[src/hw/bsr_pkg.sv]
// shared constants, types and helpers of the barometer serial readout
// assumes one system clock; pins are synchronised in the top module
`default_nettype none
package bsr_pkg;
   // ---------------------------------------------------------------
   // timing
   // ---------------------------------------------------------------
   localparam int unsigned CONV_TIME_US    = 35000;
   localparam int unsigned MCLK_HZ         = 32768;
   // longest time, so the count rounds down
   localparam int unsigned CONV_MCLK_TICKS = (CONV_TIME_US * MCLK_HZ) / 1000000;
   localparam int unsigned ACK_CLOCKS      = 2;
   localparam int unsigned READ_CLOCKS     = 17;
   // ---------------------------------------------------------------
   // frame layout
   // ---------------------------------------------------------------
   localparam int unsigned WORD_W  = 16;
   localparam int unsigned CMD_W   = 4;
   localparam int unsigned HIST_W  = 21;
   localparam int unsigned FRAME_W = 10;
   localparam logic [2:0]  START_BITS = 3'h7;
   localparam logic [2:0]  STOP_BITS  = 3'h0;
   localparam logic [HIST_W-1:0] HIST_RST = 21'h000000;
   localparam logic [WORD_W-1:0] WORD_RST = 16'h0000;
   localparam logic [4:0]        CNT_RST  = 5'h00;
   // ---------------------------------------------------------------
   // types
   // ---------------------------------------------------------------
   typedef enum logic [1:0] {
      BSR_IDLE = 2'h0,
      BSR_ACK  = 2'h1,
      BSR_CONV = 2'h3,
      BSR_READ = 2'h2
   } bsr_state_e;
   typedef struct packed {
      logic sclk;
      logic din;
      logic mclk;
   } bsr_pins_s;
   localparam bsr_pins_s PINS_RST = '{sclk: 1'b0, din: 1'b0, mclk: 1'b0};
   typedef logic [WORD_W-1:0] bsr_word_t;
   // ---------------------------------------------------------------
   // calibration word packing
   // ---------------------------------------------------------------
   function automatic bsr_word_t calib_pack(input logic [1:0]  idx,
                                            input logic [14:0] c1,
                                            input logic [11:0] c2,
                                            input logic [9:0]  c3,
                                            input logic [9:0]  c4,
                                            input logic [10:0] c5,
                                            input logic [5:0]  c6);
      case (idx)
         2'h0:    calib_pack = {c1, c5[10]};
         2'h1:    calib_pack = {c5[9:0], c6};
         2'h2:    calib_pack = {c4, c2[11:6]};
         default: calib_pack = {c3, c2[5:0]};
      endcase
   endfunction
endpackage
`default_nettype wire

[src/hw/bsr_conv.sv]
// shared converter: paced by master clock ticks, latches one raw result
// assumes mclk_tick is a one-cycle pulse and raw inputs are on sys_clk
`default_nettype none
module bsr_conv
   import bsr_pkg::*;
#(
   parameter logic [10:0] CONV_TICKS = 11'(CONV_MCLK_TICKS)
) (
   input  wire logic          sys_clk,
   input  wire logic          rst_b,
   input  wire logic          mclk_tick,
   input  wire logic          start,
   input  wire logic          sel_temp,
   input  wire bsr_word_t     raw_pressure_result,
   input  wire bsr_word_t     raw_temperature_result,
   output logic               busy,
   output bsr_word_t          result
);
   import bsr_pkg::*;
   logic        busy_ff;
   logic        temp_ff;
   logic [10:0] tick_ff;
   bsr_word_t   res_ff;
   wire logic   last_tick = busy_ff && mclk_tick && (tick_ff == CONV_TICKS - 11'h001);
   // ---------------------------------------------------------------
   // conversion timer
   // ---------------------------------------------------------------
   // a start while busy is ignored; the host must drain the last result first
   always_ff @(posedge sys_clk or negedge rst_b) begin
      if (!rst_b) begin
         busy_ff <= 1'b0;
         temp_ff <= 1'b0;
         tick_ff <= 11'h000;
      end else if (start && !busy_ff) begin
         busy_ff <= 1'b1;
         temp_ff <= sel_temp;
         tick_ff <= 11'h000;
      end else if (last_tick) begin
         busy_ff <= 1'b0; // see [RULE23]
      end else if (busy_ff && mclk_tick) begin
         tick_ff <= tick_ff + 11'h001;
      end
   end
   always_ff @(posedge sys_clk or negedge rst_b) begin
      if (!rst_b) begin
         res_ff <= WORD_RST;
      end else if (last_tick) begin
         res_ff <= temp_ff ? raw_temperature_result : raw_pressure_result; // see [RULE1]
      end
   end
   assign busy   = busy_ff;
   assign result = res_ff;
endmodule
`default_nettype wire

[src/hw/bsr_top.sv]
// serial readout of a pressure and temperature sensor module
// assumes sclk, din and mclk are asynchronous pins, sclk under 500 kHz
`default_nettype none
// Summary of operation
// [RULE1] results are unsigned 16-bit, pressure or temperature, one shared converter
// [RULE2] four readable 16-bit calibration words hold six coefficients
// [RULE3] first and second calibration words pack coefficients one, five, six
// [RULE4] third and fourth words pack coefficients four, three and two
// [RULE5] input sampled and output updated on rising serial clock
// [RULE6] host changes input and samples output on falling serial clock
// [RULE7] host alone makes the serial clock
// [RULE8] command framed by three high and three low bits
// [RULE9] command field is four bits choosing conversion or calibration word
// [RULE10] output carries result or word chosen by last command, plus status
// [RULE11] seven sequences: two conversions, four word reads, reset
// [RULE12] accepted conversion acknowledged by output going high
// [RULE13] host gives two clocks after acknowledge then idles clock low
// [RULE14] end of conversion shown by output going low
// [RULE15] seventeen clocks after conversion end shift out the 16-bit result
// [RULE16] stalled serial clock pauses readout without losing position
// [RULE17] host reads previous result before starting a new conversion
// [RULE18] 21-bit reset pattern returns to idle from any state
// [RULE19] host ignores output while sending the reset pattern
// [RULE20] host should send reset pattern before each conversion
// [RULE21] host reads calibration words once after its own reset
// [RULE22] host starts every transaction; device never starts one
// [RULE23] conversion completes within 35 ms at 32.768 kHz master clock
// [RULE24] master clock may stop in standby without losing protocol state
// [RULE25] command codes and reset pattern are parameters
// [RULE26] output held low outside acknowledge, conversion and readout
module bsr_top
   import bsr_pkg::*;
#(
   parameter logic [CMD_W-1:0]  CMD_PRESS  = 4'ha, // see [RULE25]
   parameter logic [CMD_W-1:0]  CMD_TEMP   = 4'h9,
   parameter logic [CMD_W-1:0]  CMD_CALIB_FIRST_WORD  = 4'h5,
   parameter logic [CMD_W-1:0]  CMD_CALIB_SECOND_WORD  = 4'h6,
   parameter logic [CMD_W-1:0]  CMD_CALIB_THIRD_WORD  = 4'h3,
   parameter logic [CMD_W-1:0]  CMD_CALIB_FOURTH_WORD  = 4'hc,
   parameter logic [HIST_W-1:0] RST_PATTERN = 21'h1555a0,
   parameter logic [10:0]       CONV_TICKS = 11'(CONV_MCLK_TICKS),
   // factory coefficients; the defaults are arbitrary
   parameter logic [14:0]       COEF_ONE   = 15'h1234,
   parameter logic [11:0]       COEF_TWO   = 12'h9a5,
   parameter logic [9:0]        COEF_THREE = 10'h2c3,
   parameter logic [9:0]        COEF_FOUR  = 10'h13e,
   parameter logic [10:0]       COEF_FIVE  = 11'h5a6,
   parameter logic [5:0]        COEF_SIX   = 6'h2b
) (
   input  wire logic          sys_clk,
   input  wire logic          rst_b,
   input  wire logic          sclk,
   input  wire logic          din,
   input  wire logic          mclk,
   input  wire bsr_word_t     raw_pressure_result,
   input  wire bsr_word_t     raw_temperature_result,
   output logic               dout
);
   import bsr_pkg::*;
   // ---------------------------------------------------------------
   // pin synchronisers and edge finders
   // ---------------------------------------------------------------
   bsr_pins_s pins_meta_ff;
   bsr_pins_s pins_sync_ff;
   bsr_pins_s pins_prev_ff;
   always_ff @(posedge sys_clk or negedge rst_b) begin
      if (!rst_b) begin
         pins_meta_ff <= PINS_RST;
         pins_sync_ff <= PINS_RST;
         pins_prev_ff <= PINS_RST;
      end else begin
         pins_meta_ff <= '{sclk: sclk, din: din, mclk: mclk};
         pins_sync_ff <= pins_meta_ff;
         pins_prev_ff <= pins_sync_ff;
      end
   end
   // din moves on the falling edge, so it is settled at the rising one
   wire logic sclk_rise = pins_sync_ff.sclk && !pins_prev_ff.sclk; // see [RULE5]
   wire logic mclk_tick = pins_sync_ff.mclk && !pins_prev_ff.mclk;
   wire logic din_bit   = pins_sync_ff.din;
   // ---------------------------------------------------------------
   // bit history and command decode
   // ---------------------------------------------------------------
   logic [HIST_W-1:0] hist_ff;
   wire logic [HIST_W-1:0]  nxt_hist  = {hist_ff[HIST_W-2:0], din_bit};
   wire logic [CMD_W-1:0]   cmd_field = nxt_hist[FRAME_W-4:3];
   wire logic               framed    = (nxt_hist[FRAME_W-1:FRAME_W-3] == START_BITS)
                                        && (nxt_hist[2:0] == STOP_BITS); // see [RULE8]
   wire logic rst_hit  = sclk_rise && (nxt_hist == RST_PATTERN); // see [RULE18]
   wire logic is_press = (cmd_field == CMD_PRESS);
   wire logic is_temp  = (cmd_field == CMD_TEMP);
   wire logic is_w1    = (cmd_field == CMD_CALIB_FIRST_WORD);
   wire logic is_w2    = (cmd_field == CMD_CALIB_SECOND_WORD);
   wire logic is_w3    = (cmd_field == CMD_CALIB_THIRD_WORD);
   wire logic is_w4    = (cmd_field == CMD_CALIB_FOURTH_WORD);
   wire logic is_word  = is_w1 || is_w2 || is_w3 || is_w4; // see [RULE9]
   wire logic [1:0] word_idx = is_w1 ? 2'h0 : is_w2 ? 2'h1 : is_w3 ? 2'h2 : 2'h3;
   // ---------------------------------------------------------------
   // protocol state
   // ---------------------------------------------------------------
   bsr_state_e state_ff;
   bsr_state_e nxt_state;
   logic [4:0] cnt_ff;
   logic [4:0] nxt_cnt;
   bsr_word_t  shreg_ff;
   bsr_word_t  nxt_shreg;
   logic       dout_ff;
   logic       nxt_dout;
   wire logic  idle_rise  = sclk_rise && !rst_hit && (state_ff == BSR_IDLE) && framed;
   wire logic  conv_cmd   = idle_rise && (is_press || is_temp); // see [RULE11]
   wire logic  word_cmd   = idle_rise && is_word;
   wire logic  conv_busy;
   bsr_word_t  conv_result;
   wire bsr_word_t calib_word = calib_pack(word_idx, COEF_ONE, COEF_TWO, COEF_THREE,
                                           COEF_FOUR, COEF_FIVE, COEF_SIX); // see [RULE2]
   wire logic  conv_end   = (state_ff == BSR_CONV) && !conv_busy;
   wire logic  read_last  = (cnt_ff == 5'(READ_CLOCKS - 1));
   always_comb begin
      nxt_state = state_ff;
      nxt_cnt   = cnt_ff;
      nxt_shreg = shreg_ff;
      nxt_dout  = dout_ff;
      if (rst_hit) begin
         nxt_state = BSR_IDLE; // see [RULE18]
         nxt_cnt   = CNT_RST;
         nxt_dout  = 1'b0;
      end else begin
         case (state_ff)
            BSR_IDLE: begin
               nxt_dout = 1'b0; // see [RULE26]
               if (conv_cmd) begin
                  nxt_state = BSR_ACK;
                  nxt_cnt   = CNT_RST;
                  nxt_dout  = 1'b1; // see [RULE12]
               end else if (word_cmd) begin
                  nxt_state = BSR_READ; // see [RULE10]
                  nxt_cnt   = CNT_RST;
                  nxt_shreg = calib_word; // see [RULE3] see [RULE4]
               end
            end
            BSR_ACK: begin
               if (sclk_rise) begin
                  nxt_cnt = cnt_ff + 5'h01;
                  if (cnt_ff == 5'(ACK_CLOCKS - 1)) begin
                     nxt_state = BSR_CONV;
                  end
               end
            end
            BSR_CONV: begin
               // sclk edges here only shift the history for the reset pattern; the host should hold it low
               if (conv_end) begin
                  nxt_state = BSR_READ;
                  nxt_cnt   = CNT_RST;
                  nxt_dout  = 1'b0; // see [RULE14]
                  nxt_shreg = conv_result; // see [RULE10]
               end
            end
            BSR_READ: begin
               // no edge, no move: a stalled clock just pauses here
               if (sclk_rise) begin // see [RULE16]
                  nxt_cnt = cnt_ff + 5'h01;
                  if (read_last) begin
                     nxt_state = BSR_IDLE; // see [RULE15]
                     nxt_dout  = 1'b0;
                  end else begin
                     nxt_dout  = shreg_ff[WORD_W-1]; // see [RULE5]
                     nxt_shreg = {shreg_ff[WORD_W-2:0], 1'b0};
                  end
               end
            end
            default: begin
               nxt_state = BSR_IDLE;
               nxt_dout  = 1'b0;
            end
         endcase
      end
   end
   // the history is cleared after a reset pattern so stale bits never frame
   always_ff @(posedge sys_clk or negedge rst_b) begin
      if (!rst_b) begin
         hist_ff <= HIST_RST;
      end else if (rst_hit) begin
         hist_ff <= HIST_RST;
      end else if (sclk_rise) begin
         hist_ff <= nxt_hist;
      end
   end
   always_ff @(posedge sys_clk or negedge rst_b) begin
      if (!rst_b) begin
         state_ff <= BSR_IDLE;
         cnt_ff   <= CNT_RST;
         shreg_ff <= WORD_RST;
         dout_ff  <= 1'b0;
      end else begin
         state_ff <= nxt_state;
         cnt_ff   <= nxt_cnt;
         shreg_ff <= nxt_shreg;
         dout_ff  <= nxt_dout;
      end
   end
   assign dout = dout_ff;
   // ---------------------------------------------------------------
   // converter
   // ---------------------------------------------------------------
   // protocol state lives on sys_clk, so a stopped mclk only freezes
   // the timer and never disturbs the serial side
   bsr_conv #(
      .CONV_TICKS (CONV_TICKS)
   ) u_conv (
      .sys_clk                (sys_clk),
      .rst_b                  (rst_b),
      .mclk_tick              (mclk_tick), // see [RULE24]
      .start                  (conv_cmd),
      .sel_temp               (is_temp),
      .raw_pressure_result    (raw_pressure_result),
      .raw_temperature_result (raw_temperature_result),
      .busy                   (conv_busy),
      .result                 (conv_result)
   );
endmodule
`default_nettype wire

[config.mk]
export PLATFORM = sky130hd
export DESIGN_NAME = bsr_top
export DESIGN_NICKNAME = d
export VERILOG_FILES = /design/src/hw/bsr_pkg.sv /design/src/hw/bsr_conv.sv /design/src/hw/bsr_top.sv
export SDC_FILE = /design/constraint.sdc
export NUM_CORES = 1
export LEC_CHECK = 0
export BUFFER_PORTS_ARGS = -buffer_cell sky130_fd_sc_hd__buf_2
export CORE_AREA = 2 2 91 93
export CTS_BUF_LIST = sky130_fd_sc_hd__clkbuf_4
export DETAILED_ROUTE_END_ITERATION = 6
export DIE_AREA = 0 0 93 95
export PLACE_DENSITY = 0.73
export SLEW_MARGIN = 5
export SYNTH_ARGS = -nofsm -noshare
export SYNTH_HDL_FRONTEND = slang
export SYNTH_HIERARCHICAL = 1
export SYNTH_SLANG_ARGS = --single-unit
[constraint.sdc]
create_clock -name sys_clk -period 2.5 [get_ports sys_clk]
set_input_delay 0.375 -clock sys_clk [delete_from_list [all_inputs] [get_ports sys_clk]]
set_output_delay 0.375 -clock sys_clk [all_outputs]
set_load 0.02 [all_outputs]
==> results of run 1 <==
[kinds of logic (layout without fill, tap and decap cells)]
group	Yosys count	after routing	synth area share, %
AND/OR/NAND/NOR	94	94	13.0
flip-flops	81	81	48.1
AO/OA/AOI/OAI	75	75	14.3
multiplexers	56	56	15.7
buffers and inverters	36	80	4.27
adder cells (fa/ha/maj)	13	13	3.86
XOR/XNOR	3	3	0.801
[state kept, by name, indices dropped and copies added, names as in the netlist]
signal / flops
shreg_ff: 16
pins_sync_ff: 2
u_conv/temp_ff: 1
cnt_ff: 5
state_ff: 2
din_bit: 1
dout: 1
u_conv/busy: 1
u_conv/tick_ff: 11
hist_ff: 20
u_conv/result: 16
pins_meta_ff: 3
pins_prev_ff: 2
[metal layers]
metal  up-vias  track usage [%]
met3         7             5.67
met1      1428             26.3
met2        39             33.0
li1       1403                -
met5         -                0
met4         0             5.27
[area by class of cell]
class	count	area (sq um)	share of cell area (%)
clock buffers	10	75.1	1.61
clock inverters	5	47.5	1.02
inverters	16	61.3	1.32
multi-input cells	241	2010	43.2
flip-flops and latches	81	2030	43.5
well taps	105	131	2.82
repair buffers	49	305	6.55
[what timing repair did]
item	CTS	global route
hold buffers	1	0
endpoints found under the hold margin	81	0
endpoints found under the setup margin	0	0
[cell usage in the layout, fill, tap and decap left out, types with 3 or more instances in the layout]
cell type and n:
clkinv_2 3, mux2_2 40, nor2_1 7, nand4_1 4
clkbuf_4 10, buf_2 36, o22ai_1 4, nand2b_1 6
and2_1 4, buf_4 10, ha_1 13, inv_1 15
nand3_1 12, o211ai_1 7, dfrtp_1 81, o21ai_0 12
nor4bb_1 4, mux2_4 10, nor3_1 4, nand2_1 31
a22oi_1 8, a221oi_1 4, mux2i_1 6, a22o_1 18
a221o_1 7
[path summary, 6_finish.rpt]
kind	slack, ns	cells after the start	end	startpoint
max reg2reg	0.24	7	shreg_ff[0]	hist_ff[3]
min reg2reg	0.36	0	pins_sync_ff[0]	pins_meta_ff[0]
max	0.24	7	shreg_ff[0]	hist_ff[3]
max in group asynchronous	1.66	3	cnt_ff[1]	rst_b
min	0.05	1	pins_meta_ff[1]	din
min in group asynchronous	0.51	3	u_conv/tick_ff[10]	rst_b
[worst max-delay path, cell delays in order (launching register included)]
cell	delay [ns]
dfrtp_1	0.51
xnor2_2	0.20
or3b_4	0.42
clkinv_2	0.09
o211ai_4	0.09
a211oi_4	0.28
buf_12	0.20
mux2_2	0.35
[metrics by stage]
step | util [%] | setup slack, ns | hold WS, ns
detailed placement | 57.1 | 0.250 | 0.337
finish | 58.8 | 0.245 | 0.0509
floorplan | - | 0.284 | 0.0794
global placement | 57.1 | 0.337 | 0.334
global route | 58.8 | 0.133 | 0.00298
CTS | 58.8 | 0.222 | 0.0221
[power breakdown]
group          internal, mW  switching [mW]
Sequential             1.37          0.0705
Clock                 0.302           0.408
Combinational         0.157           0.134
Total                  1.83           0.612
==> impl_results.md, run 1 <==
- Outcome: finished clean
- Largest net degree at the start of global routing: 82
- Post-Route Setup TNS: 0 ns
- Die area: 8840 sq um
- DRT Pass-1 Iters: 5
- Final non-filler cell total: 507
- CTS resizes: 0
- Slew HR: 26.7%
- Lkg Pwr: 2.17 nW
- Final Hold Violating Endpoints: 0
- Async SR Flop Fraction: 100%
- Maximum clock rate: 443 MHz
- Synth Cell Area: 4220 sq um
- Ys flop type: dfrtp_1
- VDD IR max: 0.417 mV
- WP data required: 2.81 ns
- Tot GR Track Use: 20.1%
- Core region area: 7930 sq um
- Clock transition at the registers of the reported paths: 0.11 ns
- Count leader, synth: dfrtp_1
- DRC errors left: 0
- Tightest Pin Transition: 1.10 ns
- Top-area cell type share of the netlist area: 48.1%
- Tightest Hold Check Type: input port to flop
- Initial core utilization: 53.2%
- CTS tree: yes
- Vias in the first global route: 2,959
- Tmin final: 2.26 ns
- Number of enable flip-flop cells after synthesis: 0
- # setup viols final: 0
- NumNets Final: 448
- Chip Width: 93 um
- Wire length per cell: 15.6 um
- IO Port Bufs: 37
- Die H: 95 um
- Antenna Cells: 0
- Post-Syn Instances: 358
- Final period utilization: 90.2%
- CTS Buf Count: 9
- Worst clock skew: 0.0188 ns
- DR top layer: met4
- # placed instances: 491
- DRT met1 WL: 3740 um
- Met2 routed wirelength: 3800 um
- Synth top cells by count: dfrtp_1, mux2_2, nand2_1
- Syn_area_per_cell: 11.8 sq um
- Vias: 2,877
- Syn. warnings: 6
- Vias per cell: 5.67
- CTS Buffer Depth: 2
- Flops & latches, synth: 81
- Syn nets: 408
- Critical path class: flop to flop
- Fin. max-slew vios: 0
- Startpoint types: flop
- First-pass GRT wire length: 14,000 um
- H-Tree Depth: 3
- Leading area contributor after synthesis: dfrtp_1
- Total gr overflow: 0
- Later-pin clock latency in the skew report: 0.43 ns
- RePlAce Congestion: 0.832
- Sink Count: 81
- Distinct cell type count after synthesis: 60
- Overall Power: 2.45 mW
- Met3 WL: 273 um
- RSZ-0062 raised after global routing: no
- Worst Path Max Fanout: 16
- CP endpoint kind: flop
- Total wire length: 7900 um
- Sequential area share after synthesis: 48.1%
- Top post-synthesis cells by area: dfrtp_1, mux2_2, ha_1
- ANT nets after route: 0
- Post-DP HPWL: 5540 um
- MaxCap Viol Count: 0
- Initial antenna violation count: 0
- Io pins: 38
- Pwr dens: 525 nW/um^2
- Share of cells above drive strength 1: 30.3%
- Dpl cell area: 4530 sq um
- Crit path DAT: 2.57 ns
- Rows: 33
- Clock Tree Root: clkbuf_4
- Setup Buffers After CTS: 0
- Syn-to-layout area delta: 10.4%
- Final instance area: 4660 sq um
- Initial DRC count: 175
- Filler cells: 680
Note: power is estimated with default switching activity, not from simulation.
==> run 2: changes to the inputs <==
- RECOVER_POWER: default -> 25
==> impl_results.md, run 2 (synthesis results as in run 1) <==
- Final Hold Violating Endpoints: 0
- Largest reg by FF count: hist_ff
- Total wire length: 7890 um
- P_sw: 0.611 mW
- Slew HR: 26.8%
- CTS resizes: 0
- Hold slack: 0.0518 ns
- VDD IR max: 0.417 mV
- Most frequent cells in the layout: dfrtp_1, mux2_2, buf_2
- First-pass GRT wire length: 14,000 um
- Vias: 2,877
- CP cell instances: xnor2_2 -> or3b_4 -> clkinv_2 -> o211ai_4 -> a211oi_4 -> buf_12 -> mux2_2
- Largest net degree at the start of global routing: 82
- Wire length per cell: 15.6 um
- Share of power burned in registers: 59.2%
- Worst clock skew: 0.0188 ns
- Initial core utilization: 53.2%
- Share of cells above drive strength 1: 30.3%
- # setup viols final: 0
- Vias in the first global route: 2,959
- Hold Crit Start: din
- Die area: 8840 sq um
- Largest register FFs: 20
- Initial antenna violation count: 0
- Final period utilization: 90.2%
- H-Tree Depth: 3
- Comb power frac: 11.8%
- Most common cell after layout, fill and taps aside: dfrtp_1
- Rows: 33
- Clock transition at the registers of the reported paths: 0.11 ns
- Antenna Cells: 0
- Pwr dens: 526 nW/um^2
- Syn-to-layout area delta: 10.1%
- CP endpoint kind: flop
- Reg2reg start: hist_ff[3]
- ANT nets after route: 0
- MaxCap Viol Count: 0
- Outcome: finished clean
- Clock Tree Root: clkbuf_4
- Clock network fraction of total power: 29.1%
- Post-Route Setup TNS: 0 ns
- Slowest-stage cell, CP: dfrtp_1
- Tightest Pin Transition: 1.09 ns
- Tightest Hold Check Type: input port to flop
- Net Sw Frac: 25.0%
- RePlAce Congestion: 0.832
- Sink Count: 81
- Initial DRC count: 172
- Chip Width: 93 um
- CTS Buffer Depth: 2
- Worst Path Max Fanout: 16
- DRT Pass-1 Iters: 5
- Total gr overflow: 0
- RSZ-0062 raised after global routing: no
- Startpoint types: flop
- Later-pin clock latency in the skew report: 0.43 ns
- Crit path DAT: 2.57 ns
- CTS Buf Count: 9
- IO Port Bufs: 37
- Tot GR Track Use: 20.1%
- Post-DP HPWL: 5540 um
- Maximum clock rate: 443 MHz
- Die H: 95 um
- Vias per cell: 5.67
- Crit-path max cell delay: 0.51 ns
- NumNets Final: 448
- Lkg Pwr: 2.16 nW
- Fin. max-slew vios: 0
- Critical path class: flop to flop
- Core region area: 7930 sq um
- WP data required: 2.81 ns
- Io pins: 38
- CTS tree: yes
- Tmin final: 2.25 ns
- DRC errors left: 0
- P_int: 1.83 mW
- Worst setup path startpoint: hist_ff[3]
## run 2: changes by cell type in the layout (fill, tap and decap cells not counted)
cell	before	now
buf_12	2	1
clkbuf_4	10	12
buf_4	10	9
## run 2: metrics by stage
step | cell area (sq um) | power [mW] | util (%) | worst slack [ns] | std cells
floorplan | 4220 | 1.66 | - | 0.284 | 358
global placement | 4530 | 1.75 | 57.1 | 0.337 | 491
detailed placement | 4530 | 1.76 | 57.1 | 0.250 | 491
CTS | 4660 | 2.49 | 58.8 | 0.222 | 507
global route | 4650 | 2.58 | 58.6 | 0.133 | 507
finish | 4650 | 2.44 | 58.6 | 0.245 | 507
## run 2: path summary, 6_finish.rpt
| kind | end | slack, ns | cells past startpoint |
|---|---|---|---|
| worst max-delay path | shreg_ff[0] | 0.25 | 7 |
| worst min-delay path | pins_meta_ff[1] | 0.05 | 1 |
| worst max register to register | shreg_ff[0] | 0.25 | 7 |
| worst min register to register | pins_sync_ff[0] | 0.36 | 0 |
| max in group asynchronous | cnt_ff[1] | 1.01 | 3 |
| min in group asynchronous | shreg_ff[11] | 0.82 | 3 |
## run 2: power by group through the flow
stage / Combinational, mW / Sequential, mW / Clock [mW]
2_1_floorplan: 0.229 / 1.43 / 0
3_3_place_gp: 0.285 / 1.46 / 0
3_5_place_dp: 0.292 / 1.47 / 0
4_1_cts: 0.295 / 1.45 / 0.748
5_1_grt: 0.320 / 1.46 / 0.801
6_report: 0.287 / 1.44 / 0.710
## run 2: worst max-delay path, delay by kind of cell (launching register included)
family          cells  cell delay, ns
compound gates      2            0.37
xor+xnor            1            0.20
buf+inv             2            0.29
flops               1            0.51
simple gates        1            0.42
mux                 1            0.35
## run 2: layout make-up
class,instances,area [sq um]
Clock buffer,10,75.1
Clock inverter,5,47.5
Fill cell,682,3280
Inverter,16,61.3
Multi-Input combinational cell,241,2010
Sequential cell,81,2030
Tap cell,105,131
Timing Repair Buffer,49,293
## run 2: metal layers
metal  up-vias  share of wire [%]  global-route usage [%]
met2        39                 48                    33.0
met1      1428                 47                    26.3
met4         0                1.0                    5.27
met5         -                  0                       0
met3         7                3.5                    5.67
li1       1403                  -                       -
## run 2: what timing repair did
item | 4_1_cts | 5_1_grt
buffers inserted | 0 | 0
hold buffers | 1 | 0
hold endpoints to repair | 81 | 0
==> run 3: changes to the inputs <==
==> constraint.sdc (replaced) <==
create_clock -name sys_clk -period 2.5 [get_ports sys_clk]
set_input_delay 0.25 -clock sys_clk [delete_from_list [all_inputs] [get_ports sys_clk]]
set_output_delay 0.25 -clock sys_clk [all_outputs]
set_load 0.02 [all_outputs]
==> impl_results.md, run 3 (synthesis results as in run 1) <==
- VDD IR max: 0.369 mV
- # setup viols final: 0
- Die H: 95 um
- ANT nets after route: 0
- Slowest-stage cell, CP: dfrtp_1
- Crit-path max cell delay: 0.52 ns
- Initial DRC count: 175
- Most common cell after layout, fill and taps aside: dfrtp_1
- Wire length per cell: 15.9 um
- Lkg Pwr: 2.17 nW
- CP cell instances: xnor2_2 -> or3b_4 -> clkinv_2 -> o211ai_4 -> a211oi_4 -> buf_12 -> mux2_2
- Clock network fraction of total power: 30.5%
- H-Tree Depth: 3
- Final Hold Violating Endpoints: 0
- Tightest Hold Check Type: input port to flop
- Post-Route Setup TNS: 0 ns
- NumNets Final: 452
- WP data required: 2.83 ns
- P_sw: 0.650 mW
- Tightest Pin Transition: 1.16 ns
- Worst clock skew: 0.0170 ns
- Total gr overflow: 0
- IO Port Bufs: 37
- Critical path class: flop to flop
- Post-DP HPWL: 5700 um
- Slew HR: 22.4%
- Vias in the first global route: 3,012
- First-pass GRT wire length: 14,300 um
- CTS Buf Count: 9
- DRT Pass-1 Iters: 4
- Crit path DAT: 2.60 ns
- Clock transition at the registers of the reported paths: 0.12 ns
- Total wire length: 8140 um
- Fin. max-slew vios: 0
- RSZ-0062 raised after global routing: no
- Outcome: finished clean
- Startpoint types: flop
- MaxCap Viol Count: 0
- Initial core utilization: 53.2%
- Die area: 8840 sq um
- Vias: 3,001
- Net Sw Frac: 25.9%
- P_int: 1.86 mW
- Final period utilization: 90.7%
- Worst Path Max Fanout: 16
- Delay-heaviest family, CP: flip-flops
- Maximum clock rate: 441 MHz
- Pwr dens: 534 nW/um^2
- Later-pin clock latency in the skew report: 0.44 ns
- CTS Buffer Depth: 2
- Comb power frac: 11.9%
- Hold slack: 0.161 ns
- Tmin final: 2.27 ns
- Chip Width: 93 um
- RePlAce Congestion: 0.833
- Largest net degree at the start of global routing: 48
- Initial antenna violation count: 0
- Sink Count: 81
- Antenna Cells: 0
- Rows: 33
- Tot GR Track Use: 20.7%
- DRC errors left: 0
- Filler cells: 697
- CP endpoint kind: flop
- Io pins: 38
- Overall Power: 2.51 mW
- Most frequent cells in the layout: dfrtp_1, mux2_2, buf_2
- Setup Buffers After CTS: 0
- Clock Tree Root: clkbuf_4
- Syn-to-layout area delta: 11.4%
- Share of cells above drive strength 1: 30.7%
- Largest register FFs: 20
- WP buf/inv: 2
- Share of power burned in registers: 57.6%
- Core region area: 7930 sq um
- Vias per cell: 5.86
- Largest reg by FF count: hist_ff
- CTS tree: yes
-- run 3: cell types whose count changed in the layout (fill, tap and decap cells not counted), sizes merged --
cell	change
clkinv	-3
buf	+2
clkinvlp	+3
dlygate4sd3	+3
-- run 3: final cells by class --
cell class / count / area, sq um / area share [%]
clock buffer: 11 / 82.6 / 1.76
clock inverter: 5 / 56.3 / 1.20
inverter: 16 / 61.3 / 1.31
multi-input combinational: 241 / 2010 / 42.8
sequential: 81 / 2030 / 43.2
tap: 105 / 131 / 2.80
timing repair buffer: 53 / 328 / 6.98
-- run 3: worst reg2reg max path, cell delays in order (launching register included) --
cell and delay (ns):
dfrtp_1 0.52, xnor2_2 0.19, or3b_4 0.42, clkinv_2 0.10
o211ai_4 0.09, a211oi_4 0.29, buf_12 0.20, mux2_2 0.36
-- run 3: timing repair --
item,in CTS,in global routing
endpoints found under the hold margin,48,0
hold buffers,4,0
gates resized for setup,0,0
-- run 3: through the flow --
stage                     worst slack, ns  std cells  instance area (sq um)  utilization [%]
after floorplan                     0.284        358                   4220                -
after global placement              0.334        492                   4520             57.0
after detailed placement            0.253        492                   4520             57.0
final                               0.234        512                   4700             59.2
after CTS                           0.236        512                   4700             59.3
after global routing                0.108        512                   4700             59.2
-- run 3: worst paths after layout --
path                                                 start                end  slack (ns)  depth (start not counted)
min in group asynchronous                            rst_b  u_conv/result[11]        0.56                          2
worst max register to register                  hist_ff[3]        shreg_ff[2]        0.23                          7
worst min-delay path            raw_temperature_result[10]  u_conv/result[10]        0.16                          3
max in group asynchronous                            rst_b         hist_ff[3]        1.04                          3
worst min register to register             pins_sync_ff[0]    pins_prev_ff[0]        0.36                          0
worst max-delay path                            hist_ff[3]        shreg_ff[2]        0.23                          7
-- run 3: power by group through the flow --
stage                     clock (mW)  combinational, mW  sequential (mW)
after detailed placement           0              0.295             1.47
after CTS                      0.799              0.303             1.44
final                          0.765              0.297             1.44
after floorplan                    0              0.229             1.43
after global routing           0.854              0.332             1.46
after global placement             0              0.284             1.46
-- run 3: routing by layer --
layer  wire length, um  GRT usage [%]  vias to the layer above
met1              3730           27.5                     1508
met2              3990           33.8                       53
li1                  -              -                     1428
met4               116           5.64                        0
met3               306           5.75                       12
met5                 0              0                        -
